===== config.mk =====
export PLATFORM = sky130hd
export DESIGN_NAME = pcfg_top
export DESIGN_NICKNAME = d
export VERILOG_FILES = /design/src/inc/pcfg_pkg.sv /design/src/rtl/pcfg_cmd_reg.sv /design/src/rtl/pcfg_sticky.sv /design/src/rtl/pcfg_top.sv
export VERILOG_INCLUDE_DIRS = /design/src /design/src/inc
export SDC_FILE = /design/constraint.sdc
export NUM_CORES = 1
export LEC_CHECK = 0
export ABC_AREA = 1
export BUFFER_PORTS_ARGS = -buffer_cell sky130_fd_sc_hd__buf_2
export CAP_MARGIN = 0
export CORE_ASPECT_RATIO = 0.8
export CORE_MARGIN = 2
export CORE_UTILIZATION = 60
export CTS_BUF_LIST = sky130_fd_sc_hd__clkbuf_2
export CTS_CLUSTER_SIZE = 28
export DETAILED_ROUTE_END_ITERATION = 16
export PLACE_DENSITY_LB_ADDON = 0.2
export SYNTH_ARGS = -nofsm -noshare
export SYNTH_HDL_FRONTEND = slang
export SYNTH_HIERARCHICAL = 1
export SYNTH_SLANG_ARGS = --single-unit
export TNS_END_PERCENT = 30

===== constraint.sdc =====
create_clock -name clk -period 2.9 [get_ports clk]
set_input_delay 0.145 -clock clk [delete_from_list [all_inputs] [get_ports clk]]
set_output_delay 0.145 -clock clk [all_outputs]
set_load 0.005 [all_outputs]

===== src/inc/pcfg_regs.svh =====
`ifndef PCFG_REGS_SVH
`define PCFG_REGS_SVH

// Configuration space byte offsets
`define PCFG_OFF_MAKER_ID      8'h00
`define PCFG_OFF_PRODUCT_ID    8'h02
`define PCFG_OFF_COMMAND       8'h04
`define PCFG_OFF_STATUS        8'h06

// Command register fields
`define PCFG_CMD_IO_EN         0
`define PCFG_CMD_MEM_EN        1
`define PCFG_CMD_MASTER_EN     2
`define PCFG_CMD_PERR_EN       6
`define PCFG_CMD_SERR_EN       8
`define PCFG_CMD_B2B_EN        9
`define PCFG_CMD_WR_MASK       16'h0147
`define PCFG_CMD_RESET         16'h0000

// Status register fields
`define PCFG_STA_DET_PERR      15
`define PCFG_STA_SIG_SERR      14
`define PCFG_STA_MABORT        13
`define PCFG_STA_TABORT        12
`define PCFG_STA_TABORT_SENT   11
`define PCFG_STA_DATA_PERR     8
`define PCFG_STA_FIXED         16'h0290
`define PCFG_STA_W1C_MASK      16'hF100
`define PCFG_STA_STICKY_RESET  5'h00

// Bus commands on the command/byte-enable lines
`define PCFG_BUSCMD_CFG_RD     4'hA
`define PCFG_BUSCMD_CFG_WR     4'hB

`endif


===== src/inc/pcfg_pkg.sv =====
package pcfg_pkg;

   typedef logic [15:0] pcfg_word_t;

   typedef struct packed {
      logic        frame_n;
      logic        irdy_n;
      logic        idsel;
      logic [31:0] ad;
      logic [3:0]  cbe_n;
      logic        par;
   } pcfg_pci_in_s;

   typedef struct packed {
      logic [31:0] ad;
      logic        ad_oe;
      logic        par;
      logic        par_oe;
      logic        devsel_n;
      logic        trdy_n;
      logic        stop_n;
      logic        ctl_oe;
      logic        perr_n;
      logic        perr_oe;
      logic        serr_n;
      logic        serr_oe;
   } pcfg_pci_out_s;

   typedef struct packed {
      logic master_abort;
      logic target_abort;
      logic rd_data_perr;
      logic wr_perr_seen;
   } pcfg_mstr_evt_s;

   typedef enum logic [2:0] {
      ST_IDLE,
      ST_DECODE,
      ST_DATA,
      ST_FINISH,
      ST_TURN
   } pcfg_state_e;

endpackage : pcfg_pkg


===== src/rtl/pcfg_cmd_reg.sv =====
`timescale 1ns/100ps
`default_nettype none
`include "pcfg_regs.svh"

module pcfg_cmd_reg (
   input  wire logic              clk,
   input  wire logic              arst_n,
   input  wire logic              wr_en,
   input  wire logic [1:0]        be,
   input  wire pcfg_pkg::pcfg_word_t wdata,
   output var  pcfg_pkg::pcfg_word_t cmd_q
);
   import pcfg_pkg::*;

   localparam pcfg_word_t WR_MASK = `PCFG_CMD_WR_MASK;
   localparam pcfg_word_t RST_VAL = `PCFG_CMD_RESET;

   genvar lane;
   generate
      for (lane = 0; lane < 2; lane++) begin : g_lane
         // Hardware reset only; soft reset and stop never reach here
         always_ff @(posedge clk or negedge arst_n) begin
            if (!arst_n) begin
               cmd_q[lane*8 +: 8] <= RST_VAL[lane*8 +: 8];
            end else if (wr_en && be[lane]) begin
               cmd_q[lane*8 +: 8] <= wdata[lane*8 +: 8] & WR_MASK[lane*8 +: 8];
            end
         end
      end
   endgenerate

endmodule : pcfg_cmd_reg
`default_nettype wire


===== src/rtl/pcfg_sticky.sv =====
`timescale 1ns/100ps
`default_nettype none
`include "pcfg_regs.svh"

module pcfg_sticky #(
   parameter int W = 5
) (
   input  wire logic         clk,
   input  wire logic         arst_n,
   input  wire logic [W-1:0] set,
   input  wire logic [W-1:0] clr,
   output var  logic [W-1:0] q
);
   genvar i;
   generate
      for (i = 0; i < W; i++) begin : g_bit
         // A set arriving with the clear wins, so no event is lost
         always_ff @(posedge clk or negedge arst_n) begin
            if (!arst_n) begin
               q[i] <= 1'b0;
            end else if (set[i]) begin
               q[i] <= 1'b1;
            end else if (clr[i]) begin
               q[i] <= 1'b0;
            end
         end
      end
   endgenerate

endmodule : pcfg_sticky
`default_nettype wire


===== src/rtl/pcfg_top.sv =====
// Summary of operation
// - Offset 0 reads a 16-bit maker ID mirroring the EEPROM-loadable internal register.
// - Offset 2 reads a fixed 16-bit product ID; writes do nothing.
// - Command zero stops all bus activity except configuration cycles.
// - Command bit 9 reads zero; no fast back-to-back mastering.
// - Address parity error asserts SERR and status 14 only if bits 8 and 6 set.
// - Parity errors always set detected parity; PERR driven only with response enabled.
// - Writable command bits clear on hardware reset only.
// - Command bit 2 permits bus mastering; host sets it before starting.
// - Memory-space enable clear means all memory accesses, ROM included, are ignored.
// - ROM accesses claimed only with ROM enable and memory-space enable both set.
// - I/O-space enable clear means all I/O accesses are ignored.
// - Command bits 5-3, 15-10, 7 and reserved status bits read zero.
// - Status 15 sets on any detected parity error regardless of response enable.
// - Status 15,14,13,12,8 clear by writing one; hardware reset clears them.
// - Status 13 sets when own master cycle ends with master abort.
// - Status 12 sets when a target aborts an own master cycle.
// - Status 11 reads zero; slave never target-aborts.
// - Status 10-9 read 01b; DEVSEL asserted two clocks after FRAME.
// - Status 8 sets on master data parity errors with response enabled.
// - Status 7 reads one; fast back-to-back to other targets accepted.
// - Status 4 reads one; capability list present.
`timescale 1ns/100ps
`default_nettype none
`include "pcfg_regs.svh"

module pcfg_top #(
   parameter logic [15:0] PRODUCT_ID = 16'h5A5A // Arbitrary value
) (
   input  wire logic                     clk,
   input  wire logic                     arst_n,
   input  wire pcfg_pkg::pcfg_pci_in_s   pci_in,
   output var  pcfg_pkg::pcfg_pci_out_s  pci_out,
   input  wire logic [15:0]              eeprom_loaded_maker_id,
   input  wire pcfg_pkg::pcfg_mstr_evt_s mstr_evt,
   input  wire logic                     io_addr_hit,
   input  wire logic                     mem_addr_hit,
   input  wire logic                     rom_addr_hit,
   input  wire logic                     expansion_rom_enable,
   input  wire logic                     master_req,
   output var  logic                     io_space_enable,
   output var  logic                     memory_space_enable,
   output var  logic                     bus_master_enable,
   output var  logic                     io_claim,
   output var  logic                     mem_claim,
   output var  logic                     rom_claim,
   output var  logic                     master_req_granted
);
   import pcfg_pkg::*;

   pcfg_state_e   state_q;
   logic [7:0]    addr_q;
   logic          is_write_q;
   logic          frame_prev_q;
   logic [35:0]   apar_data_q;
   logic          apar_chk_q;
   logic [35:0]   wpar_data_q;
   logic          wpar_chk_q;
   logic          perr_hold_q;
   pcfg_word_t    cmd_word;
   pcfg_word_t    status_word;
   logic [4:0]    sticky_q;
   logic [4:0]    sticky_set;
   logic [4:0]    sticky_clr;
   logic [3:0]    be;
   logic          start;
   logic          cfg_hit;
   logic          xfer;
   logic          addr_perr;
   logic          wr_perr;
   logic          perr_en;
   logic          serr_en;
   logic          cmdstat_sel;
   logic          ident_sel;
   logic          cmdstat_wr;
   logic          perr_fire;
   logic [31:0]   rdata;
   logic [31:0]   ad_q;
   logic          ad_oe_q;
   logic          par_q;
   logic          par_oe_q;
   logic          devsel_n_q;
   logic          trdy_n_q;
   logic          stop_n_q;
   logic          ctl_oe_q;
   logic          perr_n_q;
   logic          perr_oe_q;
   logic          serr_n_q;
   logic          serr_oe_q;

   // One driver for the whole output bundle; every field is a flop of its own concern
   assign pci_out = '{ad: ad_q, ad_oe: ad_oe_q, par: par_q, par_oe: par_oe_q, devsel_n: devsel_n_q,
                      trdy_n: trdy_n_q, stop_n: stop_n_q, ctl_oe: ctl_oe_q, perr_n: perr_n_q,
                      perr_oe: perr_oe_q, serr_n: serr_n_q, serr_oe: serr_oe_q};

   assign perr_en     = cmd_word[`PCFG_CMD_PERR_EN];
   assign serr_en     = cmd_word[`PCFG_CMD_SERR_EN];
   assign be          = ~pci_in.cbe_n;
   assign start       = !pci_in.frame_n && frame_prev_q;
   // Type 0, function 0 only: this is a single-function device
   assign cfg_hit     = pci_in.idsel && (pci_in.ad[1:0] == 2'b00) && (pci_in.ad[10:8] == 3'b000)
                        && (pci_in.cbe_n == `PCFG_BUSCMD_CFG_RD || pci_in.cbe_n == `PCFG_BUSCMD_CFG_WR);
   assign xfer        = (state_q == ST_DATA) && !pci_in.irdy_n;
   assign ident_sel   = ({addr_q[7:2], 2'b00} == `PCFG_OFF_MAKER_ID);
   assign cmdstat_sel = ({addr_q[7:2], 2'b00} == `PCFG_OFF_COMMAND);
   assign cmdstat_wr  = xfer && is_write_q && cmdstat_sel;
   assign addr_perr   = apar_chk_q && (pci_in.par != ^apar_data_q);
   assign wr_perr     = wpar_chk_q && (pci_in.par != ^wpar_data_q);
   assign perr_fire   = perr_en && (wr_perr || mstr_evt.rd_data_perr);

   pcfg_cmd_reg u_cmd (
      .clk    (clk),
      .arst_n (arst_n),
      .wr_en  (cmdstat_wr),
      .be     (be[1:0]),
      .wdata  (pci_in.ad[15:0]),
      .cmd_q  (cmd_word)
   );

   // Sticky order: det parity, signaled serr, master abort, target abort, data parity
   assign sticky_set[4] = addr_perr || wr_perr || mstr_evt.rd_data_perr || mstr_evt.wr_perr_seen;
   assign sticky_set[3] = addr_perr && serr_en && perr_en;
   assign sticky_set[2] = mstr_evt.master_abort;
   assign sticky_set[1] = mstr_evt.target_abort;
   assign sticky_set[0] = perr_en && (mstr_evt.rd_data_perr || mstr_evt.wr_perr_seen);
   assign sticky_clr[4] = cmdstat_wr && be[3] && pci_in.ad[16 + `PCFG_STA_DET_PERR];
   assign sticky_clr[3] = cmdstat_wr && be[3] && pci_in.ad[16 + `PCFG_STA_SIG_SERR];
   assign sticky_clr[2] = cmdstat_wr && be[3] && pci_in.ad[16 + `PCFG_STA_MABORT];
   assign sticky_clr[1] = cmdstat_wr && be[3] && pci_in.ad[16 + `PCFG_STA_TABORT];
   // Status bit 8 rides on AD[24], which belongs to the top byte lane
   assign sticky_clr[0] = cmdstat_wr && be[3] && pci_in.ad[16 + `PCFG_STA_DATA_PERR];

   pcfg_sticky #(
      .W (5)
   ) u_sticky (
      .clk    (clk),
      .arst_n (arst_n),
      .set    (sticky_set),
      .clr    (sticky_clr),
      .q      (sticky_q)
   );

   // Fixed fields: medium decode, b2b capable, capability list; rest zero
   always_comb begin
      status_word                        = `PCFG_STA_FIXED;
      status_word[`PCFG_STA_DET_PERR]    = sticky_q[4];
      status_word[`PCFG_STA_SIG_SERR]    = sticky_q[3];
      status_word[`PCFG_STA_MABORT]      = sticky_q[2];
      status_word[`PCFG_STA_TABORT]      = sticky_q[1];
      status_word[`PCFG_STA_DATA_PERR]   = sticky_q[0];
   end

   // Unimplemented configuration dwords read as zero
   always_comb begin
      if (ident_sel) begin
         rdata = {PRODUCT_ID, eeprom_loaded_maker_id};
      end else if (cmdstat_sel) begin
         rdata = {status_word, cmd_word};
      end else begin
         rdata = 32'h0000_0000;
      end
   end

   always_ff @(posedge clk or negedge arst_n) begin
      if (!arst_n) begin
         state_q    <= ST_IDLE;
         addr_q     <= 8'h00;
         is_write_q <= 1'b0;
      end else begin
         case (state_q)
            ST_IDLE: begin
               if (start && cfg_hit) begin
                  state_q    <= ST_DECODE;
                  addr_q     <= pci_in.ad[7:0];
                  is_write_q <= (pci_in.cbe_n == `PCFG_BUSCMD_CFG_WR);
               end
            end
            ST_DECODE: begin
               state_q <= ST_DATA;
            end
            ST_DATA: begin
               if (xfer) begin
                  state_q <= pci_in.frame_n ? ST_TURN : ST_FINISH;
               end
            end
            ST_FINISH: begin
               if (pci_in.frame_n) begin
                  state_q <= ST_TURN;
               end
            end
            ST_TURN: begin
               state_q <= ST_IDLE;
            end
            default: begin
               state_q <= ST_IDLE;
            end
         endcase
      end
   end

   // Every transfer disconnects after one data phase; bursts are stopped
   always_ff @(posedge clk or negedge arst_n) begin
      if (!arst_n) begin
         ad_q       <= 32'h0000_0000;
         ad_oe_q    <= 1'b0;
         devsel_n_q <= 1'b1;
         trdy_n_q   <= 1'b1;
         stop_n_q   <= 1'b1;
         ctl_oe_q   <= 1'b0;
      end else begin
         case (state_q)
            ST_DECODE: begin
               devsel_n_q <= 1'b0;
               trdy_n_q   <= 1'b0;
               stop_n_q   <= 1'b0;
               ctl_oe_q   <= 1'b1;
               ad_oe_q    <= !is_write_q;
               ad_q       <= rdata;
            end
            ST_DATA: begin
               if (xfer) begin
                  trdy_n_q <= 1'b1;
                  ad_oe_q  <= 1'b0;
                  if (pci_in.frame_n) begin
                     devsel_n_q <= 1'b1;
                     stop_n_q   <= 1'b1;
                  end
               end
            end
            ST_FINISH: begin
               if (pci_in.frame_n) begin
                  devsel_n_q <= 1'b1;
                  stop_n_q   <= 1'b1;
               end
            end
            ST_TURN: begin
               ctl_oe_q <= 1'b0;
            end
            default: begin
               ctl_oe_q <= ctl_oe_q;
            end
         endcase
      end
   end

   // Parity trails its data by one clock on both directions
   always_ff @(posedge clk or negedge arst_n) begin
      if (!arst_n) begin
         par_q        <= 1'b0;
         par_oe_q     <= 1'b0;
         frame_prev_q <= 1'b1;
         apar_chk_q   <= 1'b0;
         apar_data_q  <= 36'h0_0000_0000;
         wpar_chk_q   <= 1'b0;
         wpar_data_q  <= 36'h0_0000_0000;
      end else begin
         par_q        <= ^{ad_q, pci_in.cbe_n};
         par_oe_q     <= ad_oe_q;
         frame_prev_q <= pci_in.frame_n;
         apar_chk_q   <= start;
         apar_data_q  <= {pci_in.ad, pci_in.cbe_n};
         wpar_chk_q   <= xfer && is_write_q;
         wpar_data_q  <= {pci_in.ad, pci_in.cbe_n};
      end
   end

   // PERR low for one clock, then driven high one clock before release
   always_ff @(posedge clk or negedge arst_n) begin
      if (!arst_n) begin
         perr_n_q    <= 1'b1;
         perr_oe_q   <= 1'b0;
         perr_hold_q <= 1'b0;
         serr_n_q    <= 1'b0;
         serr_oe_q   <= 1'b0;
      end else begin
         perr_n_q    <= !perr_fire;
         perr_hold_q <= perr_fire;
         perr_oe_q   <= perr_fire || perr_hold_q;
         serr_n_q    <= 1'b0;
         serr_oe_q   <= addr_perr && serr_en && perr_en;
      end
   end

   // Claims rely on the host having set a valid base first
   always_ff @(posedge clk or negedge arst_n) begin
      if (!arst_n) begin
         io_space_enable     <= 1'b0;
         memory_space_enable <= 1'b0;
         bus_master_enable   <= 1'b0;
         io_claim            <= 1'b0;
         mem_claim           <= 1'b0;
         rom_claim           <= 1'b0;
         master_req_granted  <= 1'b0;
      end else begin
         io_space_enable     <= cmd_word[`PCFG_CMD_IO_EN];
         memory_space_enable <= cmd_word[`PCFG_CMD_MEM_EN];
         bus_master_enable   <= cmd_word[`PCFG_CMD_MASTER_EN];
         io_claim            <= cmd_word[`PCFG_CMD_IO_EN] && io_addr_hit;
         mem_claim           <= cmd_word[`PCFG_CMD_MEM_EN] && mem_addr_hit;
         rom_claim           <= cmd_word[`PCFG_CMD_MEM_EN] && expansion_rom_enable && rom_addr_hit;
         master_req_granted  <= cmd_word[`PCFG_CMD_MASTER_EN] && master_req;
      end
   end
endmodule : pcfg_top
`default_nettype wire


==> reports/metrics.cfg, run 1 <==
[run_status]
status=completed

[floorplan]
rows=29
io_pins=117
initial_core_util=0.624
fp.coreArea_um2=7980
die_width_um=106
die_h_um=85.5
die-area_um2=9060

[grt]
grt_use_total=0.271
overflow=0
grt_start_max_net_pins=78
antenna_found_initial=0
met3_usage=0.0464
use_met2=0.496
grt_pass1_vias=4243
grt_pass1_wl_um=19300
top_usage_layer=met2
use_met1=0.326

[clocking]
cts_resized=0
postCtsHoldBufs=65
post_cts.repair.setup_buffers=0
cts_made_buffers=9
cts.sinks=101
clockBufferDepth=2
clock_latency_ps=580
path_clk_slew_ps=280
cts_tree=done
htreeDepth=3
ctsRootBufferMaster=clkbuf_2

[setup_path]
crit_path_max_incr_delay_ps=660
critical_path_class=flop to flop
worstPathCellList=nor2_1 > nand4_1 > nor2_2 > nand2_1 > o211ai_1
crit_path_end_kind=flop
worstPathMaxFanout=18
cpMaxStageDelayCell=nor2_2
cp.required_ps=3420
arrival_ps=2460
crit_path_start_kind=flop

[layout]
antenna_cells=0
final_cell_mix=nand2_1, buf_2, dfrtp_1
nets=838
layout-drive-gt1-share=0.233
final_common_cell=nand2_1
syn_to_final_growth_pct=26.0

[sta]
tightestPinTransition_ps=935
rsz0062_at_grt=no
min_period_ps=1940
setup_tns_ps=0
timing.fmax_ghz=0.515
hold_viol=0
clock-skew-final_ps=44.8
slew_headroom=0.377
setup_viol_count_final=0
drv_slew=0
fin_crit_sh=0.670
holdWs_ps=201

[synth]
synth_area_leaders=dfrtp_1, nand2_1, nand3_1
synth-seq-area-share=0.508
syn_area_per_cell_um2=8.28
synth-seq-cells=101
yosysUniqueCellTypes=36
async_flop_share=1.00
yosysTopAreaCellShare=0.482
syn_inst=602
synth_edf_count=0
synthFlopType=dfrtp_1
synth_area_leader_cell=dfrtp_1
yosysWarnings=6
netlist_area_um2=4980

[power]
p_int_w=0.00203
ir_drop_v=0.000535
combinationalPowerShare=0.244
power.leakage_nw=3.52
pwr-share-clk=0.230
seq_power_share=0.526
power_density_nw_per_um2=486
power.share.switching=0.334
p_switching_w=0.00102
totalPowerFinal_w=0.00305

[run]
cap_violations=0

[route]
drt-wirelength-per-cell_um=13.3
viasPerCell=4.93
initialDrtViolationCount=205
drc=0
drtPass1Iterations=5
num_vias=4339
wl_um=11800
ant_nets=0

[placement]
io_buffers=111
gp_congestion=0.818
dp_hpwl_um=7770

[worst_hold_path]
hold_path.class=input port to flop

power by group through the flow:
stage	Sequential [W]	Clock, W	Combinational, W
floorplan	0.00161	0	0.000512
global placement	0.00162	0	0.000636
detailed placement	0.00162	0	0.000668
CTS	0.00160	0.000717	0.000735
global route	0.00162	0.000775	0.000836
finish	0.00161	0.000703	0.000745
registers in the layout, indices dropped and copies added (netlist names), 3 cells and up:
name         count
u_cmd/cmd_q      5
ad_q            24
u_sticky/q       5
wpar_data_q     36
state_q          3
addr_q           6
routing by layer:
layer  wire length (um)  vias to the layer above
met5                  0                        -
met4                307                        0
met3                648                       30
met2               5970                      158
met1               4830                     2023
li1                   -                     2128
cells in the mapped netlist (all sizes together), types with 2 or more instances:
cell / instances
xor2: 10
mux2: 2
nand2: 228
conb: 2
a21oi: 6
o211ai: 2
dfrtp: 96
buf: 36
nor2: 23
nand3: 62
nand4: 2
nor4: 4
dfstp: 5
nand3b: 3
clkbuf: 4
inv: 81
ha: 3
o21ai: 5
xnor2: 21
nor3: 3
metrics by stage:
| stage | util | instances | area [um2] | worst slack [ps] |
|---|---|---|---|---|
| after floorplan | - | 616 | 5040 | 1130 |
| after global placement | 0.689 | 800 | 5500 | 1130 |
| after detailed placement | 0.689 | 800 | 5500 | 1040 |
| after CTS | 0.787 | 881 | 6280 | 997 |
| after global routing | 0.787 | 881 | 6280 | 759 |
| final | 0.787 | 881 | 6280 | 957 |
critical path: cells and delay by family (launching register included):
kind / cells / cell delay, ps
simple gates: 4 / 1260
flops: 1 / 440
compound gates: 1 / 210
path summary, 6_finish.rpt:
check                      slack [ps]   startpoint         endpoint  cells after the start
setup / recovery                  960    addr_q[4]          ad_q[8]                      5
hold / removal                    200   pci_in[26]  wpar_data_q[25]                      2
setup reg to reg                  960    addr_q[4]          ad_q[8]                      5
hold reg to reg                   480  perr_hold_q        perr_oe_q                      2
max in group asynchronous        1900       arst_n         ad_q[12]                      3
min in group asynchronous         210       arst_n       is_write_q                      2
logic make-up after synthesis:
logic type,count (synthesis),share of synthesized area
AO/OA/AOI/OAI,16,0.0188
XOR/XNOR,31,0.0575
adder cells (fa/ha/maj),3,0.00753
buffers and inverters,121,0.115
flip-flops,101,0.508
multiplexers,2,0.00452
other,2,0.00151
AND/OR/NAND/NOR,326,0.287
final cells by class:
| type | count | area [um2] |
|---|---|---|
| sequential | 101 | 2530 |
| multi-input combinational | 394 | 1930 |
| fill | 552 | 1700 |
| timing repair buffer | 181 | 1250 |
| inverter | 81 | 304 |
| tap | 108 | 135 |
| clock inverter | 7 | 82.6 |
| clock buffer | 9 | 45.0 |
(Power assumes the default switching activity.)
==> inputs of run 2 (changes only) <==
CORE_UTILIZATION = 56   (was 60)
clock period = 2 ns   (was 2.9 ns; I/O delays follow)
==> reports/metrics.cfg, run 2 (synthesized netlist as in run 1, its figures left out) <==
[run_status]
status=completed

[setup_path]
critical_path_class=flop to flop
r2r_end=addr_q[5]
crit_path_start_kind=flop
r2r_start=frame_prev_q
worstPathMaxFanout=8  ; -10
cp.required_ps=2530  ; -890 ps
arrival_ps=2320  ; -140 ps
rrSetupSlack_ps=210  ; -740 ps
crit_path_end_kind=flop
reg2reg_depth=7  ; +2

[clocking]
htreeDepth=3  ; unchanged
clock_latency_ps=590  ; about the same
path_clk_slew_ps=270  ; about the same
cts_tree=done
post_cts.repair.setup_buffers=0  ; unchanged
cts.sinks=101  ; unchanged
cts_made_buffers=9  ; unchanged
ctsRootBufferMaster=clkbuf_2
clockBufferDepth=2  ; unchanged

[placement]
io_buffers=111  ; unchanged
dp_hpwl_um=7770  ; about the same
dp_slack_ps=282  ; -758 ps
gp_congestion=0.823  ; +0.64%

[route]
wl_um=11600  ; -1.3%
initialDrtViolationCount=156  ; -24%
ant_nets=0  ; unchanged
drc=0  ; unchanged
viasPerCell=4.85  ; -1.5%
num_vias=4316  ; -0.53%
drtPass1Iterations=5  ; unchanged
drt-wirelength-per-cell_um=13.0  ; -2.3%

[layout]
largest_register_ffs=36  ; unchanged
layout-drive-gt1-share=0.234  ; +0.00107
largestRegisters=wpar_data_q: 36 flops, ad_q: 24 flops, addr_q: 6 flops
fin_util=0.736  ; -0.0501
final_common_cell=nand2_1
multiInputGateArea_um2=1930  ; unchanged
nets=843  ; +0.60%
final_cell_mix=nand2_1, buf_2, dfrtp_1
syn_to_final_growth_pct=26.4
regArea_um2=2530  ; unchanged
antenna_cells=0  ; unchanged
nFillCells=642  ; +16%
top_register=wpar_data_q

[grt]
overflow=0  ; unchanged
grt_pass1_wl_um=18800  ; -2.3%
grt_use_total=0.254  ; -0.0166
grt_pass1_vias=4239  ; -0.094%
antenna_found_initial=0  ; unchanged
grt_start_max_net_pins=77  ; -1.3%

[worst_hold_path]
hp-start=pci_in[16]
whs_path_depth=2  ; unchanged
hold_end=wpar_data_q[15]
hold_path.class=input port to flop

[floorplan]
die-area_um2=9680  ; +6.8%
fp.coreArea_um2=8560  ; +7.2%
die_width_um=109  ; +3.4%
io_pins=117  ; unchanged
initial_core_util=0.582  ; -0.0420
die_h_um=88.4  ; +3.3%
rows=30  ; +3.4%

[sta]
fin_crit_sh=0.893  ; +0.223
slew_headroom=0.357  ; -0.0196
timing.fmax_ghz=0.560  ; +8.8%
clock-skew-final_ps=25.4  ; -19.3 ps
setup_tns_ps=0  ; unchanged
rsz0062_at_grt=yes
drv_slew=0  ; unchanged
setup_ws_ps=215  ; -742 ps
tightestPinTransition_ps=964  ; +29.4 ps
hold_viol=0  ; unchanged
min_period_ps=1790  ; -158 ps
setup_viol_count_final=0  ; unchanged

[power]
power.leakage_nw=3.54  ; +0.72%
power_density_nw_per_um2=675  ; +39%
ir_drop_v=0.000811  ; +52%

[run]
cap_violations=0  ; unchanged

run 2: cell count changes in the layout (fill, tap and decap cells not counted):
| cell | previous run | this run |
|---|---|---|
| buf_12 | 0 | 1 |
| buf_4 | 6 | 8 |
| bufinv_16 | 1 | 0 |
| clkbuf_2 | 9 | 10 |
| clkinv_1 | 0 | 1 |
| clkinv_2 | 0 | 2 |
| clkinv_4 | 2 | 1 |
| clkinvlp_4 | 2 | 1 |
| dlygate4sd3_1 | 65 | 66 |
| dlymetal6s4s_1 | 0 | 1 |
| inv_8 | 1 | 0 |
run 2: worst max path at each step:
| stage | startpoint | to | slack, ps | cells after the start |
|---|---|---|---|---|
| global route | wpar_data_q[23] | u_sticky/q[3] | -10 | 17 |
| finish | frame_prev_q | addr_q[5] | 210 | 7 |
| global placement | frame_prev_q | addr_q[3] | 340 | 8 |
| floorplan | state_q[2] | u_sticky/q[0] | 230 | 8 |
| CTS | arst_n | wpar_data_q[23] | 60 | 4 |
| detailed placement | frame_prev_q | addr_q[3] | 280 | 8 |
run 2: area by class of cell:
cell class                 count  share of cell area
timing repair buffer         186               0.207
clock inverter                 6             0.00615
clock buffer                  10             0.00794
sequential                   101               0.402
multi-input combinational    394               0.307
tap                          112              0.0222
inverter                      81              0.0482
run 2: power breakdown:
| part | leakage, nW | switching, W | total (W) | internal (W) |
|---|---|---|---|---|
| clock network | 0.0597 | 0.000673 | 0.000841 | 0.000167 |
| registers | 1.25 | 0.000109 | 0.00233 | 0.00222 |
| logic | 2.24 | 0.000658 | 0.00109 | 0.000428 |
| total | 3.54 | 0.00144 | 0.00425 | 0.00281 |
run 2: metal layers:
| layer | wire, um | GRT usage |
|---|---|---|
| met1 | 5000 | 0.320 |
| met2 | 5840 | 0.441 |
| met3 | 505 | 0.0545 |
| met4 | 257 | 0.0852 |
| met5 | 0 | 0 |
run 2: critical path, stage by stage, from the launching register on:
cell and delay, ps:
dfstp_2 580, inv_1 30, nor2_1 130, nand2_1 80, nor4_2 170, nand3_1 300
buf_4 260, a21oi_1 170
run 2: metrics by stage:
| step | power, W | hold slack, ps | cells | instance area, um2 |
|---|---|---|---|---|
| after global routing | 0.00450 | 65.2 | 890 | 6300 |
| after global placement | 0.00328 | 26.6 | 807 | 5540 |
| after CTS | 0.00427 | 91.4 | 890 | 6300 |
| after detailed placement | 0.00333 | 30.0 | 807 | 5540 |
| final | 0.00425 | 126 | 890 | 6300 |
| after floorplan | 0.00307 | -196 | 616 | 5040 |
run 2: timing repair:
item	CTS	global route
hold buffers	67	0
endpoints found under the setup margin	0	23
endpoints found under the hold margin	185	0
gates resized for setup	0	1
==> inputs of run 3 (changes only) <==
CORE_UTILIZATION = 55   (was 56)
==> reports/metrics.cfg, run 3 (synthesized netlist as in run 1, its figures left out) <==
[run_status]
status=completed

[floorplan]
io_pins=117  ; unchanged
die_width_um=110  ; +0.87%
die_h_um=89.2  ; +0.87%
initial_core_util=0.559  ; -0.0237
fp.coreArea_um2=8920  ; +4.2%
rows=31  ; +3.3%
die-area_um2=9850  ; +1.7%

[layout]
top_register=wpar_data_q
final_cell_mix=nand2_1, buf_2, dfrtp_1
antenna_cells=0  ; unchanged
nFillCells=717  ; +12%
nets=844  ; +0.12%
layout-drive-gt1-share=0.237  ; +0.00355
largestRegisters=wpar_data_q: 36 flops, ad_q: 24 flops, addr_q: 6 flops
final_common_cell=nand2_1
syn_to_final_growth_pct=26.8
largest_register_ffs=36  ; unchanged

[setup_path]
cp_top_family=simple AND/OR/NAND/NOR gates
arrival_ps=2330  ; about the same
cp.required_ps=2500  ; -30 ps
worstPathMaxFanout=12  ; +4
critPathBufInv=1  ; -1
critical_path_class=flop to flop
crit_path_max_incr_delay_ps=570  ; about the same
worstPathCellList=inv_1 > nor2_1 > nand2_1 > nor4_2 > nand3_2 > mux2_2
crit_path_end_kind=flop
crit_path_start_kind=flop
rrSetupSlack_ps=170  ; -50 ps
cpMaxStageDelayCell=dfstp_2

[grt]
grt_pass1_vias=4152  ; -2.1%
antenna_found_initial=0  ; unchanged
grt_start_max_net_pins=50  ; -35%
grt_use_total=0.248  ; -0.00645
grt_pass1_wl_um=19300  ; +2.4%
overflow=0  ; unchanged

[clocking]
cts_tree=done
htreeDepth=3  ; unchanged
clock_latency_ps=590  ; about the same
cts.sinks=101  ; unchanged
ctsRootBufferMaster=clkbuf_2
cts_made_buffers=9  ; unchanged
clockBufferDepth=2  ; unchanged
path_clk_slew_ps=250  ; -20 ps

[sta]
clock-skew-final_ps=34.7  ; +9.23 ps
rsz0062_at_grt=no
setup_tns_ps=0  ; unchanged
slew_headroom=0.569  ; +0.212
tightestPinTransition_ps=644  ; -320 ps
timing.fmax_ghz=0.545  ; -2.7%
fin_crit_sh=0.917  ; +0.0248
setup_viol_count_final=0  ; unchanged
drv_slew=0  ; unchanged
hold_viol=0  ; unchanged
setup_ws_ps=165  ; -49.7 ps
min_period_ps=1830  ; +49.7 ps

[route]
ant_nets=0  ; unchanged
viasPerCell=4.76  ; -1.8%
wl_met1_um=5140  ; +2.8%
drc=0  ; unchanged
wl_met2_um=5630  ; -3.6%
drt-wirelength-per-cell_um=12.8  ; -1.5%
dr_wl_met3_um=562  ; +11%
num_vias=4259  ; -1.3%
wl_um=11500  ; -1.1%
drtPass1Iterations=4  ; -1
routed.top_layer=met4
initialDrtViolationCount=205  ; +31%

[run]
cap_violations=0  ; unchanged

[power]
power.leakage_nw=3.54  ; about the same
ir_drop_v=0.000708  ; -13%
power_density_nw_per_um2=671  ; -0.59%
totalPowerFinal_w=0.00424  ; -0.28%

[placement]
dp_hpwl_um=8050  ; +3.6%
dp_slack_ps=98.3  ; -183 ps
gp_congestion=0.923  ; +12%
io_buffers=111  ; unchanged

[worst_hold_path]
hold_path.class=input port to flop

[run 3: cell count changes in the layout (fill, tap and decap cells not counted), sizes merged]
cell,previous run,this run
dlymetal6s4s,1,0
dlygate4sd3,66,67
buf,119,120
clkinv,4,2
clkbuf,10,12
[run 3: path summary, 6_finish.rpt]
| path | startpoint | to | depth (start not counted) |
|---|---|---|---|
| setup / recovery | frame_prev_q | addr_q[4] | 6 |
| hold / removal | pci_in[30] | wpar_data_q[29] | 2 |
| setup reg to reg | frame_prev_q | addr_q[4] | 6 |
| hold reg to reg | ad_oe_q | par_oe_q | 0 |
| max in group asynchronous | arst_n | ad_q[8] | 4 |
| min in group asynchronous | arst_n | trdy_n_q | 3 |
[run 3: report_power, final]
part | leakage [nW] | internal (W) | switching, W
sequential | 1.25 | 0.00222 | 0.000105
clock | 0.0623 | 0.000179 | 0.000645
combinational | 2.24 | 0.000429 | 0.000665
total | 3.54 | 0.00283 | 0.00141
[run 3: layer usage]
metal  GRT usage  vias up
met1       0.330     2002
li1            -     2136
met2       0.416      109
met5           0        -
met3      0.0549       12
met4      0.0784        0
[run 3: area by class of cell]
class	count	area, um2	share of cell area
flip-flops and latches	101	2530	0.401
multi-input cells	394	1950	0.308
repair buffers	187	1310	0.207
inverters	81	304	0.0481
well taps	115	144	0.0228
clock buffers	12	60.1	0.00950
clock inverters	4	26.3	0.00416
[run 3: repair_timing]
action,4_1_cts,5_1_grt
endpoints found under the hold margin,187,0
buffers inserted,0,0
endpoints found under the setup margin,0,9
hold buffers,67,0
resized for setup,0,2
[run 3: stage by stage]
stage | hold slack [ps] | utilization | std cells | instance area (um2)
final | 126 | 0.709 | 894 | 6320
after detailed placement | -2.96 | 0.622 | 811 | 5550
after floorplan | -196 | - | 616 | 5040
after CTS | 82.8 | 0.707 | 894 | 6310
after global routing | 72.2 | 0.709 | 894 | 6320
after global placement | -4.77 | 0.622 | 811 | 5550
